## src/chcl_pkg.sv

```systemverilog
package chcl_pkg;

  // ----------------------------------------
  // Register offsets (byte addresses)
  // ----------------------------------------
  localparam logic [7:0] OFS_CTRL    = 8'h00;
  localparam logic [7:0] OFS_CLKDIV  = 8'h08;
  localparam logic [7:0] OFS_CLKSRC  = 8'h0c;
  localparam logic [7:0] OFS_CLKENA  = 8'h10;
  localparam logic [7:0] OFS_TMOUT   = 8'h14;
  localparam logic [7:0] OFS_CTYPE   = 8'h18;
  localparam logic [7:0] OFS_BLKSIZ  = 8'h1c;
  localparam logic [7:0] OFS_BYTCNT  = 8'h20;
  localparam logic [7:0] OFS_INTMASK = 8'h24;
  localparam logic [7:0] OFS_CMDARG  = 8'h28;
  localparam logic [7:0] OFS_CMD     = 8'h2c;
  localparam logic [7:0] OFS_RINTSTS = 8'h44;
  localparam logic [7:0] OFS_STATUS  = 8'h48;
  localparam logic [7:0] OFS_DATA    = 8'h80;

  // ----------------------------------------
  // Field positions and widths
  // ----------------------------------------
  localparam int NIRQ       = 17;
  localparam int CMD_START  = 31;
  localparam int CMD_WAIT   = 13;
  localparam int CMD_DATA   = 9;
  localparam int CTRL_INTEN = 4;
  localparam int IRQ_HLE    = 12;
  localparam int ST_LAUNCH  = 0;
  localparam int ST_SLOT    = 1;
  localparam int ST_DBUSY   = 2;
  localparam int ST_CBUSY   = 3;
  // SDIO, receive request and transmit request follow level sources
  localparam logic [NIRQ-1:0] LVL_MASK = 17'h10030;

  // ----------------------------------------
  // Reset values
  // ----------------------------------------
  localparam logic [NIRQ-1:0] MASK_RST   = 17'h00000;
  localparam logic [31:0]     TMOUT_RST  = 32'hffffff40;
  localparam logic [15:0]     BLKSIZ_RST = 16'h0200;
  localparam logic [31:0]     BYTCNT_RST = 32'h00000200;

  // ----------------------------------------
  // Card clock limit
  // ----------------------------------------
  localparam longint SYS_HZ      = 50_000_000;
  localparam longint CCLK_MAX_HZ = 50_000_000;
  localparam logic [8:0] CCLK_MIN_HALF = 9'((SYS_HZ + 2 * CCLK_MAX_HZ - 1) / (2 * CCLK_MAX_HZ));

  // ----------------------------------------
  // Types
  // ----------------------------------------
  typedef struct packed {
    logic [31:0] cmd;
    logic [31:0] arg;
    logic [31:0] bytcnt;
    logic [15:0] blksiz;
    logic [7:0]  clkdiv;
    logic [1:0]  clksrc;
    logic        clkena;
    logic [31:0] tmout;
    logic        ctype;
  } chcl_cfg_s;

  typedef enum logic [1:0] {
    CQ_IDLE = 2'b00,
    CQ_SEND = 2'b01,
    CQ_RESP = 2'b10
  } chcl_cq_e;

  typedef struct packed {
    chcl_cq_e  st;
    logic      slot;
    logic      dbusy;
    logic      go;
    chcl_cfg_s pend;
    chcl_cfg_s act;
  } chcl_cq_s;

  typedef struct packed {
    logic [31:0]     ctrl;
    logic [NIRQ-1:0] mask;
    logic [NIRQ-1:0] rint;
    chcl_cfg_s       cfg;
    logic [31:0]     rdata;
    logic [31:0]     dma_rdata;
    logic [8:0]      cdiv;
    logic            cclk;
  } chcl_bank_s;

endpackage : chcl_pkg
```

## src/chcl_cq_if.sv

```systemverilog
`timescale 1ns/1ps
interface chcl_cq_if;
  import chcl_pkg::*;
  logic      launch;
  logic      accept;
  chcl_cfg_s cfg_in;
  chcl_cfg_s cfg_out;
  logic      go;
  logic      slot_full;
  logic      data_busy;
  logic      cmd_busy;
  logic      cmd_sent;
  logic      cmd_done;
  logic      data_done;

  modport bank (output launch, cfg_in, cmd_sent, cmd_done, data_done,
                input accept, cfg_out, go, slot_full, data_busy, cmd_busy);
  modport queue (input launch, cfg_in, cmd_sent, cmd_done, data_done,
                 output accept, cfg_out, go, slot_full, data_busy, cmd_busy);
endinterface : chcl_cq_if

```

## src/chcl_card_host.sv

```systemverilog
// Our own choices: the address map and the plain strobed port.
`timescale 1ns/1ps
module chcl_card_host (
  input  wire logic                     clk_sys,
  input  wire logic                     rst,
  input  wire logic [7:0]               reg_addr,
  input  wire logic [31:0]              reg_wdata,
  input  wire logic                     reg_wr,
  input  wire logic                     reg_rd,
  output logic      [31:0]              reg_rdata,
  output logic                          irq,
  input  wire logic [chcl_pkg::NIRQ-1:0] evt_pulse,
  input  wire logic [chcl_pkg::NIRQ-1:0] evt_level,
  output logic                          cu_go,
  output logic      [31:0]              cu_cmd,
  output logic      [31:0]              cu_arg,
  output logic      [31:0]              cu_bytcnt,
  output logic      [15:0]              cu_blksiz,
  output logic      [31:0]              cu_tmout,
  output logic                          cu_ctype,
  output logic      [1:0]               cu_clksrc,
  input  wire logic                     cu_cmd_sent,
  input  wire logic                     cu_cmd_done,
  input  wire logic                     cu_data_done,
  output logic                          cclk_out,
  output logic                          buf_wr,
  output logic                          buf_rd,
  output logic      [31:0]              buf_wdata,
  input  wire logic [31:0]              buf_rdata,
  input  wire logic                     dma_wr,
  input  wire logic                     dma_rd,
  input  wire logic [31:0]              dma_wdata,
  output logic                          dma_ready,
  output logic      [31:0]              dma_rdata
);
  import chcl_pkg::*;

  chcl_bank_s      r_reg;
  chcl_bank_s      r_next;
  logic            locked;
  logic            lk_hit;
  logic            hle_ev;
  logic            bus_buf;
  logic [NIRQ-1:0] ev;
  logic [NIRQ-1:0] clr;
  logic [8:0]      half;
  logic [31:0]     status;

  chcl_cq_if cq ();

  // ----------------------------------------
  // Command queue
  // ----------------------------------------
  chcl_cmd_queue u_queue (
    .clk_sys (clk_sys),
    .rst     (rst),
    .q       (cq.queue)
  );

  // The launch bit itself is the request; the whole settings set rides with it
  assign cq.launch    = locked;
  assign cq.cfg_in    = r_reg.cfg;
  assign cq.cmd_sent  = cu_cmd_sent;
  assign cq.cmd_done  = cu_cmd_done;
  assign cq.data_done = cu_data_done;

  // ----------------------------------------
  // Lock decode
  // ----------------------------------------
  // Software is expected to poll the launch bit; the lock only guards mistakes
  always_comb
  begin
    locked = r_reg.cfg.cmd[CMD_START];
    case (reg_addr)
      OFS_CMD,
      OFS_CMDARG,
      OFS_BYTCNT,
      OFS_BLKSIZ,
      OFS_CLKDIV,
      OFS_CLKENA,
      OFS_CLKSRC,
      OFS_TMOUT,
      OFS_CTYPE: lk_hit = 1'b1;
      default:   lk_hit = 1'b0;
    endcase
    hle_ev = reg_wr && locked && lk_hit;
  end

  // ----------------------------------------
  // Event gathering
  // ----------------------------------------
  // Level sources keep setting their bit, so a clear only sticks once the source drops
  always_comb
  begin
    ev          = (evt_pulse & ~LVL_MASK) | (evt_level & LVL_MASK);
    ev[IRQ_HLE] = ev[IRQ_HLE] | hle_ev;
    clr         = '0;
    if (reg_wr && reg_addr == OFS_RINTSTS)
      clr = reg_wdata[NIRQ-1:0];
  end

  // ----------------------------------------
  // Status word
  // ----------------------------------------
  always_comb
  begin
    status            = '0;
    status[ST_LAUNCH] = locked;
    status[ST_SLOT]   = cq.slot_full;
    status[ST_DBUSY]  = cq.data_busy;
    status[ST_CBUSY]  = cq.cmd_busy;
  end

  // ----------------------------------------
  // Buffer port sharing
  // ----------------------------------------
  // Register access wins the buffer; DMA is told to wait for that one cycle
  always_comb
  begin
    bus_buf   = (reg_addr == OFS_DATA) && (reg_wr || reg_rd);
    dma_ready = !bus_buf;
    if (bus_buf)
    begin
      buf_wr    = reg_wr;
      buf_rd    = reg_rd;
      buf_wdata = reg_wdata;
    end
    else
    begin
      buf_wr    = dma_wr;
      buf_rd    = dma_rd;
      buf_wdata = dma_wdata;
    end
  end

  // ----------------------------------------
  // Next state
  // ----------------------------------------
  always_comb
  begin
    r_next       = r_reg;
    r_next.rdata = '0;
    half         = 9'({1'b0, cq.cfg_out.clkdiv} + 9'h001);
    if (half < CCLK_MIN_HALF)
      half = CCLK_MIN_HALF;

    // Register writes; a locked target keeps its old value
    if (reg_wr && !(locked && lk_hit))
    begin
      case (reg_addr)
        OFS_CTRL:    r_next.ctrl       = reg_wdata;
        OFS_INTMASK: r_next.mask       = reg_wdata[NIRQ-1:0];
        OFS_CLKDIV:  r_next.cfg.clkdiv = reg_wdata[7:0];
        OFS_CLKSRC:  r_next.cfg.clksrc = reg_wdata[1:0];
        OFS_CLKENA:  r_next.cfg.clkena = reg_wdata[0];
        OFS_TMOUT:   r_next.cfg.tmout  = reg_wdata;
        OFS_CTYPE:   r_next.cfg.ctype  = reg_wdata[0];
        OFS_BLKSIZ:  r_next.cfg.blksiz = reg_wdata[15:0];
        OFS_BYTCNT:  r_next.cfg.bytcnt = reg_wdata;
        OFS_CMDARG:  r_next.cfg.arg    = reg_wdata;
        OFS_CMD:     r_next.cfg.cmd    = reg_wdata;
        default:     r_next.ctrl       = r_reg.ctrl;
      endcase
    end

    // Acceptance drops the launch bit and with it the lock
    if (cq.accept)
      r_next.cfg.cmd[CMD_START] = 1'b0;

    // Set beats clear so an event in the clearing cycle survives
    r_next.rint = (r_reg.rint & ~clr) | ev;

    // Register reads, answered in the next cycle
    if (reg_rd)
    begin
      case (reg_addr)
        OFS_CTRL:    r_next.rdata = r_reg.ctrl;
        OFS_INTMASK: r_next.rdata = 32'(r_reg.mask);
        OFS_RINTSTS: r_next.rdata = 32'(r_reg.rint);
        OFS_STATUS:  r_next.rdata = status;
        OFS_CLKDIV:  r_next.rdata = 32'(r_reg.cfg.clkdiv);
        OFS_CLKSRC:  r_next.rdata = 32'(r_reg.cfg.clksrc);
        OFS_CLKENA:  r_next.rdata = 32'(r_reg.cfg.clkena);
        OFS_TMOUT:   r_next.rdata = r_reg.cfg.tmout;
        OFS_CTYPE:   r_next.rdata = 32'(r_reg.cfg.ctype);
        OFS_BLKSIZ:  r_next.rdata = 32'(r_reg.cfg.blksiz);
        OFS_BYTCNT:  r_next.rdata = r_reg.cfg.bytcnt;
        OFS_CMDARG:  r_next.rdata = r_reg.cfg.arg;
        OFS_CMD:     r_next.rdata = r_reg.cfg.cmd;
        OFS_DATA:    r_next.rdata = buf_rdata;
        default:     r_next.rdata = '0;
      endcase
    end

    // DMA read data is held until the next DMA read
    if (dma_rd && !bus_buf)
      r_next.dma_rdata = buf_rdata;

    // Card clock divider; half period is at least one cycle, so at most 25 MHz
    if (!cq.cfg_out.clkena)
    begin
      r_next.cdiv = '0;
      r_next.cclk = 1'b0;
    end
    else if (r_reg.cdiv >= 9'(half - 9'h001))
    begin
      r_next.cdiv = '0;
      r_next.cclk = !r_reg.cclk;
    end
    else
      r_next.cdiv = 9'(r_reg.cdiv + 9'h001);
  end

  // ----------------------------------------
  // State register
  // ----------------------------------------
  // Every register software writes sits here, on clk_sys only
  always_ff @(posedge clk_sys)
  begin
    if (rst)
    begin
      r_reg            <= '0;
      r_reg.mask       <= MASK_RST;
      r_reg.cfg.tmout  <= TMOUT_RST;
      r_reg.cfg.blksiz <= BLKSIZ_RST;
      r_reg.cfg.bytcnt <= BYTCNT_RST;
    end
    else
      r_reg <= r_next;
  end

  // ----------------------------------------
  // Outputs
  // ----------------------------------------
  // The card unit frames each token with start and stop bits on its own lines
  assign cu_go     = cq.go;
  assign cu_cmd    = cq.cfg_out.cmd;
  assign cu_arg    = cq.cfg_out.arg;
  assign cu_bytcnt = cq.cfg_out.bytcnt;
  assign cu_blksiz = cq.cfg_out.blksiz;
  assign cu_tmout  = cq.cfg_out.tmout;
  assign cu_ctype  = cq.cfg_out.ctype;
  assign cu_clksrc = cq.cfg_out.clksrc;
  assign cclk_out  = r_reg.cclk;
  assign reg_rdata = r_reg.rdata;
  assign dma_rdata = r_reg.dma_rdata;

  // Interrupt level straight from flops
  assign irq = r_reg.ctrl[CTRL_INTEN] && |(r_reg.rint & r_reg.mask);
endmodule : chcl_card_host

```

## src/chcl_cmd_queue.sv

```systemverilog
`timescale 1ns/1ps
module chcl_cmd_queue (
  input wire logic clk_sys,
  input wire logic rst,
  chcl_cq_if.queue q
);
  import chcl_pkg::*;

  chcl_cq_s r_reg;
  chcl_cq_s r_next;
  logic     accept;
  logic     issue;
  logic     wt;

  // ----------------------------------------
  // Queue control
  // ----------------------------------------
  // One slot only; a launch waits while the slot is taken
  always_comb
  begin
    wt     = r_reg.pend.cmd[CMD_WAIT];
    accept = q.launch && !r_reg.slot;
    // Waiting commands need the link idle and data done; others may overlap data
    issue  = r_reg.slot && (r_reg.st != CQ_SEND) &&
             (wt ? (!r_reg.dbusy && r_reg.st == CQ_IDLE) :
                   (r_reg.st == CQ_IDLE || r_reg.dbusy));
    r_next    = r_reg;
    r_next.go = issue;
    if (q.data_done)
      r_next.dbusy = 1'b0;
    case (r_reg.st)
      CQ_IDLE: r_next.st = CQ_IDLE;
      CQ_SEND: if (q.cmd_sent) r_next.st = CQ_RESP;
      CQ_RESP: if (q.cmd_done) r_next.st = CQ_IDLE;
      default: r_next.st = CQ_IDLE;
    endcase
    if (issue)
    begin
      r_next.act  = r_reg.pend;
      r_next.slot = 1'b0;
      r_next.st   = CQ_SEND;
      if (r_reg.pend.cmd[CMD_DATA])
        r_next.dbusy = 1'b1;
    end
    if (accept)
    begin
      r_next.slot = 1'b1;
      r_next.pend = q.cfg_in;
    end
  end

  always_ff @(posedge clk_sys)
  begin
    if (rst)
      r_reg <= '0;
    else
      r_reg <= r_next;
  end

  // Accept is a handshake term, the rest come from flops
  assign q.accept    = accept;
  assign q.go        = r_reg.go;
  assign q.cfg_out   = r_reg.act;
  assign q.slot_full = r_reg.slot;
  assign q.data_busy = r_reg.dbusy;
  assign q.cmd_busy  = (r_reg.st != CQ_IDLE);
endmodule : chcl_cmd_queue

```

## config.mk

```make
export PLATFORM = sky130hd
export DESIGN_NAME = chcl_card_host
export DESIGN_NICKNAME = d
export VERILOG_FILES = /design/src/chcl_pkg.sv /design/src/chcl_cq_if.sv /design/src/chcl_card_host.sv /design/src/chcl_cmd_queue.sv
export SDC_FILE = /design/constraint.sdc
export NUM_CORES = 1
export LEC_CHECK = 0
export BUFFER_PORTS_ARGS = -buffer_cell sky130_fd_sc_hd__buf_2
export CAP_MARGIN = 25
export CELL_PAD_IN_SITES_DETAIL_PLACEMENT = 2
export CELL_PAD_IN_SITES_GLOBAL_PLACEMENT = 2
export CORE_UTILIZATION = 37
export DETAILED_ROUTE_END_ITERATION = 6
export PLACE_DENSITY_LB_ADDON = 0.1
export SLEW_MARGIN = 15
export SYNTH_ARGS = -nofsm -noshare
export SYNTH_HDL_FRONTEND = slang
export SYNTH_SLANG_ARGS = --single-unit
```

## constraint.sdc

```tcl
create_clock -name clk_sys -period 12.27 [get_ports clk_sys]
set_input_delay 1.227 -clock clk_sys [delete_from_list [all_inputs] [get_ports clk_sys]]
set_output_delay 1.227 -clock clk_sys [all_outputs]
set_load 0.005 [all_outputs]
```

==> results of run 1 <==
[worst register-to-register path, delay by kind of cell, from the launching register on]
| family | cells | cell delay (ns) |
|---|---|---|
| mux | 1 | 0.28 |
| fa+ha+maj | 3 | 0.94 |
| compound gates | 4 | 1.69 |
| flops | 1 | 0.41 |
| simple gates | 7 | 1.49 |
| xor+xnor | 1 | 0.10 |
[cell families after synthesis]
family,after synthesis,synth area share [%]
AO/OA/AOI/OAI,630,16.7
XOR/XNOR,15,0.520
adder cells (fa/ha/maj),12,0.594
buffers and inverters,433,9.89
flip-flops,613,48.6
multiplexers,169,6.86
AND/OR/NAND/NOR,950,16.9
[placed cells by master, fill, tap and decap left out, types with 10 or more instances in the layout]
cell	synthesis	routed
a222oi_1	42	42
dfxtp_1	613	613
mux2_2	33	33
clkbuf_16	0	73
nor3_1	12	12
nand2b_1	132	132
nand2_1	601	600
a22o_1	164	164
nand3_1	20	18
nor2_1	104	103
clkbuf_1	166	16
a31oi_1	22	22
buf_4	212	33
nor4_1	11	10
ha_1	12	12
buf_2	31	377
a22oi_1	37	37
clkbuf_8	0	15
mux2i_1	136	136
a21oi_1	319	319
[final timing paths]
check	slack [ns]	cells after the start	endpoint
max	7.20	16	r_reg[2]
max reg2reg	7.20	16	r_reg[2]
min	0.45	2	u_queue.q.cfg_out[50]
min reg2reg	0.45	2	u_queue.q.cfg_out[50]
[power groups by stage]
stage / clock (uW) / sequential, uW / combinational [uW]
2_1_floorplan: 0 / 2050 / 85.2
5_1_grt: 2260 / 2010 / 177
4_1_cts: 2180 / 2010 / 166
3_3_place_gp: 0 / 2050 / 161
3_5_place_dp: 0 / 2060 / 165
6_report: 2140 / 2010 / 168
[metrics by stage]
step,setup WS [ns],instances,hold WS [ns],instance area [um^2],util (%)
after floorplan,8.04,2822,0.432,25300,-
after global placement,7.37,3678,0.440,26100,38.8
after detailed placement,7.28,3679,0.448,26100,38.8
after CTS,7.23,3797,0.456,28500,42.2
after global routing,6.85,3802,0.473,28500,42.4
final,7.20,3803,0.449,28500,42.4
[final cells by class]
cell class              instances  area share [%]
flip-flops and latches        613            43.0
multi-input cells            1776            37.1
repair buffers                415            7.89
clock buffers                 104            7.33
well taps                     873            3.83
clock inverters                14           0.793
inverters                       5          0.0657
diodes                          3          0.0263
[metal layers]
| layer | vias to the layer above | share of wire [%] |
|---|---|---|
| met5 | - | 0.015 |
| met4 | 2 | 2.5 |
| met3 | 139 | 5.9 |
| met2 | 701 | 44 |
| met1 | 11000 | 47 |
| li1 | 9623 | - |
==> flow_summary.yaml, run 1 <==
timing:
  rsz0062_at_grt: "no"
  worst_pin_slew_ns: 1.05
  hold_viol_final: 0
  fin_skew_ns: 0.0221
  maxSlewViolCount: 0
  slew-limit-headroom_pct: 29.5
  setup_violations: 0
  fin_crit_sh_pct: 41.3
  fmax_ghz: 0.197
  fin_crit_ns: 5.07
  setup_tns_ns: 0
setup_path:
  r2r-start: "u_queue.q.cfg_out[36]"
  worst_setup_path_start_kind: "register"
  crit_family: "compound AO/OA/AOI/OAI gates"
  worst_setup_path_end_kind: "register"
  path_buf_inv: 0
  cpPeakStageDelay_ns: 0.67
  cp.arrival_ns: 5.51
  crit_top_cell: "ha_1"
  crit_chain: "ha_1 -> and3_1 -> nor4_1 -> nor2_1 -> or2_2 -> o31a_1 -> ha_1 -> and3_1 -> a22oi_1 -> mux2i_1 -> xnor2_1 -> ha_1 -> nand3_1 -> o31a_1 -> a21oi_1 -> nor4b_1"
  worst-path-max-fanout: 10
  slowest_stage: "a21oi_1"
  crit_required_ns: 12.71
  cp-startpoint: "u_queue.q.cfg_out[36]"
  crit_type: "register to register"
cts:
  clk_path_buf_depth: 3
  root_buffer: "clkbuf_16"
  cts_tree: "built"
  cts_setup_buffers: 0
  cts.clk_slew.worst_paths_ns: 0.06
  postCtsHoldBufs: 0
  cts_resized: 0
  worstSkewPairLatency_ns: 0.61
  cts_max_level: 3
  cts-buffers-inserted: 69
  cts_sinks: 613
routing:
  drc: 12
  via_per_inst: 5.63
  drt_iter0_markers: 1814
  drtAntennaViolNets: 0
  dr.pass1.iters: 7
  num_vias: 21400
  wl_per_cell_um: 26.3
  wl_um: 100000
pwr:
  power.internal_uw: 3340
  ir_worst_vdd_mv: 0.0689
  total_power_uw: 4320
  p_comb_share_pct: 3.9
  p_clk_share_pct: 49.5
  seqPwrFrac_pct: 46.6
  power_leakage_uw: 0.0112
  p_switching_uw: 982
  powerDensity_mw_per_mm2: 151
  switching_share_pct: 22.7
synthesis:
  netlist_area_mm2: 0.0253
  synth_top_area_share_pct: 48.6
  ys.flop_type: "dfxtp_1"
  synth.most_common_cell: "dfxtp_1"
  synth_cell_types: 66
  syn-instance-count: 2822
  ys_seq_area_share_pct: 48.6
  yosys_register_bits: 613
  syn-num-nets: 2981
  yosysWarnings: 0
  avgSynthCellArea_um2: 8.95
  synthTopCellsByArea: "dfxtp_1 (49%), nand2_1 (8.9%), a21oi_1 (6.3%)"
  ys_top_cells_by_count: "dfxtp_1 (613), nand2_1 (601), a21oi_1 (319)"
  yosysTopAreaCell: "dfxtp_1"
  async_reset_ff_share_pct: 0
  synth_edf_count: 0
floorplanning:
  core_area_mm2: 0.0674
  die_w_um: 263
  ios: 396
  die_y_um: 263
  start_util_pct: 37.5
  rows: 95
  dieArea_mm2: 0.0693
hold_path:
  min-delay-start: "u_queue.r_reg[206]"
  hp-class: "register to register"
global_route:
  top_usage_layer: "met2"
  grt.total_usage_pct: 28.2
  grt_pass1_wl_um: 148000
  grt_pass1_vias: 22300
  gr-usage-met3_pct: 4.08
  grtUsageMet2_pct: 43.4
  overflow: 0
  grt_max_degree: 217
  met1_usage_pct: 40.7
  antenna_found_initial: 2
run_status:
  violations: "DRC"
  status: "finished with violations"
layout:
  multi_input_area_mm2: 0.0106
  nets: 3039
  fillers: 7307
  largest_reg_flops: 158
  syn2layout_area_growth_pct: 13.0
  seq_area_mm2: 0.0123
  drive_gt1_share_pct: 19.7
run:
  maxCapViolations: 0
placed_design:
  port_buffers: 378
  dp_hpwl_um: 70700
  place_congestion: 0.879
No activity file was read; power rests on OpenSTA's default activity.
==> run 2, diff against run 1 <==
--- a/config.mk
+++ b/config.mk
@@ -9,7 +9,7 @@
 export CAP_MARGIN = 25
 export CELL_PAD_IN_SITES_DETAIL_PLACEMENT = 2
 export CELL_PAD_IN_SITES_GLOBAL_PLACEMENT = 2
-export CORE_UTILIZATION = 37
+export CORE_UTILIZATION = 31
 export DETAILED_ROUTE_END_ITERATION = 6
 export PLACE_DENSITY_LB_ADDON = 0.1
 export SLEW_MARGIN = 15
==> constraint.sdc (replaced) <==
create_clock -name clk_sys -period 4.56 [get_ports clk_sys]
set_input_delay 0.456 -clock clk_sys [delete_from_list [all_inputs] [get_ports clk_sys]]
set_output_delay 0.456 -clock clk_sys [all_outputs]
set_load 0.005 [all_outputs]
==> run 2 against run 1 <==
Against the previous run:
- the run now ends clean
- global-route usage fell by 3.5 points
- sequential share of layout area fell by 0.61 points
- power rose to 2.7 times the previous value
- flip-flop and latch count did not move
- critical path depth did not move
- largest power group unchanged
- sequential power rose to 2.7 times the previous value
- first-iteration DRC count fell by 15%
- non-clock buffer count rose by 13
- setup slack got worse by 7.0 ns
- count of clock-buffer cells in the layout rose by 3
- clock power rose to 2.7 times the previous value
==> flow_summary.yaml, run 2 (synthesized netlist as in run 1, its figures left out) <==
cts:
  postCtsHoldBufs: 0
  cts_sinks: 613
  cts_setup_buffers: 0
  cts.clk_slew.worst_paths_ns: 0.06
  root_buffer: "clkbuf_16"
  cts_tree: "built"
  clk_path_buf_depth: 3
  cts_max_level: 3
  worstSkewPairLatency_ns: 0.61
  cts_resized: 1
  cts-buffers-inserted: 73
layout:
  nets: 3056
  final_cell_mix: "dfxtp_1 (613), nand2_1 (601), buf_2 (377)"
  fillers: 8878
  mostFrequentLayoutCell: "dfxtp_1"
  largest_reg_flops: 158
  final_cells: 4008
  design_area_mm2: 0.0290
  drive_gt1_share_pct: 20.3
  syn2layout_area_growth_pct: 14.6
floorplanning:
  ios: 396
  dieArea_mm2: 0.0826
  die_w_um: 287
  start_util_pct: 31.4
  core_area_mm2: 0.0805
  die_y_um: 287
  rows: 104
global_route:
  antenna_found_initial: 5
  grt_pass1_wl_um: 151000
  grt.total_usage_pct: 24.7
  grt_pass1_vias: 22100
  grt_max_degree: 175
  overflow: 0
setup_path:
  crit_required_ns: 5.06
  crit_type: "register to register"
  cp.arrival_ns: 4.84
  worst_setup_path_end_kind: "register"
  path_buf_inv: 0
  worst_setup_path_start_kind: "register"
  worst-path-max-fanout: 10
  slowest_stage: "dfxtp_1"
  cpPeakStageDelay_ns: 0.52
  crit_chain: "nand3_1 -> nor3_2 -> mux2_2 -> or2_2 -> o31a_1 -> ha_1 -> and3_1 -> a22oi_2 -> mux2i_1 -> xnor2_1 -> ha_1 -> a21o_1 -> a21oi_1 -> o31a_1 -> a21oi_4 -> nor4b_1"
  crit_family: "simple AND/OR/NAND/NOR gates"
pwr:
  power.internal_uw: 8890
  p_comb_share_pct: 3.9
  p_clk_share_pct: 49.4
  seqPwrFrac_pct: 46.7
  power_leakage_uw: 0.0113
  p_switching_uw: 2700
  switching_share_pct: 23.3
  powerDensity_mw_per_mm2: 400
  total_power_uw: 11600
  ir_worst_vdd_mv: 0.203
placed_design:
  dp_cells: 3882
  pre_cts_ws_ns: -0.172
  dp_hpwl_um: 75600
  port_buffers: 378
  dpl_cell_area_mm2: 0.0266
  place_congestion: 0.861
routing:
  num_vias: 21200
  wl_um: 104000
  drtAntennaViolNets: 0
  drt_iter0_markers: 1535
  via_per_inst: 5.29
  drc: 0
  wl_per_cell_um: 25.9
  dr.pass1.iters: 6
run:
  maxCapViolations: 0
timing:
  fmax_ghz: 0.230
  fin_crit_ns: 4.34
  hold_viol_final: 0
  fin_crit_sh_pct: 95.2
  holdWs_ns: 0.0453
  worst_pin_slew_ns: 1.01
  fin_skew_ns: 0.0171
  setup_violations: 0
  setup_ws_ns: 0.217
  maxSlewViolCount: 0
  slew-limit-headroom_pct: 32.5
  rsz0062_at_grt: "no"
hold_path:
  hp-class: "primary input to register"
run_status:
  status: "finished clean"
run 2: layout make-up:
class                      instances  area, um^2  area share (%)
tap                             1060        1330            4.58
timing repair buffer             428        2410            8.31
multi-input combinational       1776       10600            36.7
clock buffer                     107        2150            7.41
inverter                           5        18.8          0.0648
clock inverter                    16         158           0.544
antenna                            3        7.51          0.0259
sequential                       613       12300            42.4
run 2: power groups by stage:
stage	logic (uW)	clock network (uW)	registers, uW
final	457	5720	5410
after global routing	490	6080	5410
after CTS	460	5870	5410
after detailed placement	458	0	5530
after global placement	446	0	5530
after floorplan	229	0	5520
run 2: path summary, 6_finish.rpt:
kind / start / to / slack, ns / cells after the start
hold reg to reg: u_queue.q.cfg_out[111] / u_queue.q.cfg_out[111] / 0.45 / 2
hold / removal: evt_pulse[8] / r_reg[238] / 0.05 / 3
setup reg to reg: u_queue.q.cfg_out[36] / r_reg[2] / 0.22 / 16
setup / recovery: u_queue.q.cfg_out[36] / r_reg[2] / 0.22 / 16
run 2: worst reg2reg max path: stages (launching register included):
cell,delay [ns]
dfxtp_1,0.52
nand3_1,0.15
nor3_2,0.28
mux2_2,0.38
or2_2,0.29
o31a_1,0.27
ha_1,0.25
and3_1,0.21
a22oi_2,0.20
mux2i_1,0.25
xnor2_1,0.15
ha_1,0.26
a21o_1,0.19
a21oi_1,0.15
o31a_1,0.26
a21oi_4,0.14
nor4b_1,0.29
run 2: through the flow:
stage	util (%)	setup TNS, ns
after floorplan	-	0
after global placement	33.0	-0.339
after detailed placement	33.0	-1.25
after CTS	35.9	0
after global routing	35.9	0
final	35.9	0
run 2: metal layers:
| layer | part of all wire (%) | wire [um] | track usage [%] |
|---|---|---|---|
| met4 | 2.4 | 2510 | 7.87 |
| met1 | 48 | 50100 | 35.8 |
| met5 | 0 | 0 | 0 |
| met2 | 43 | 44900 | 36.6 |
| met3 | 6.0 | 6270 | 4.52 |
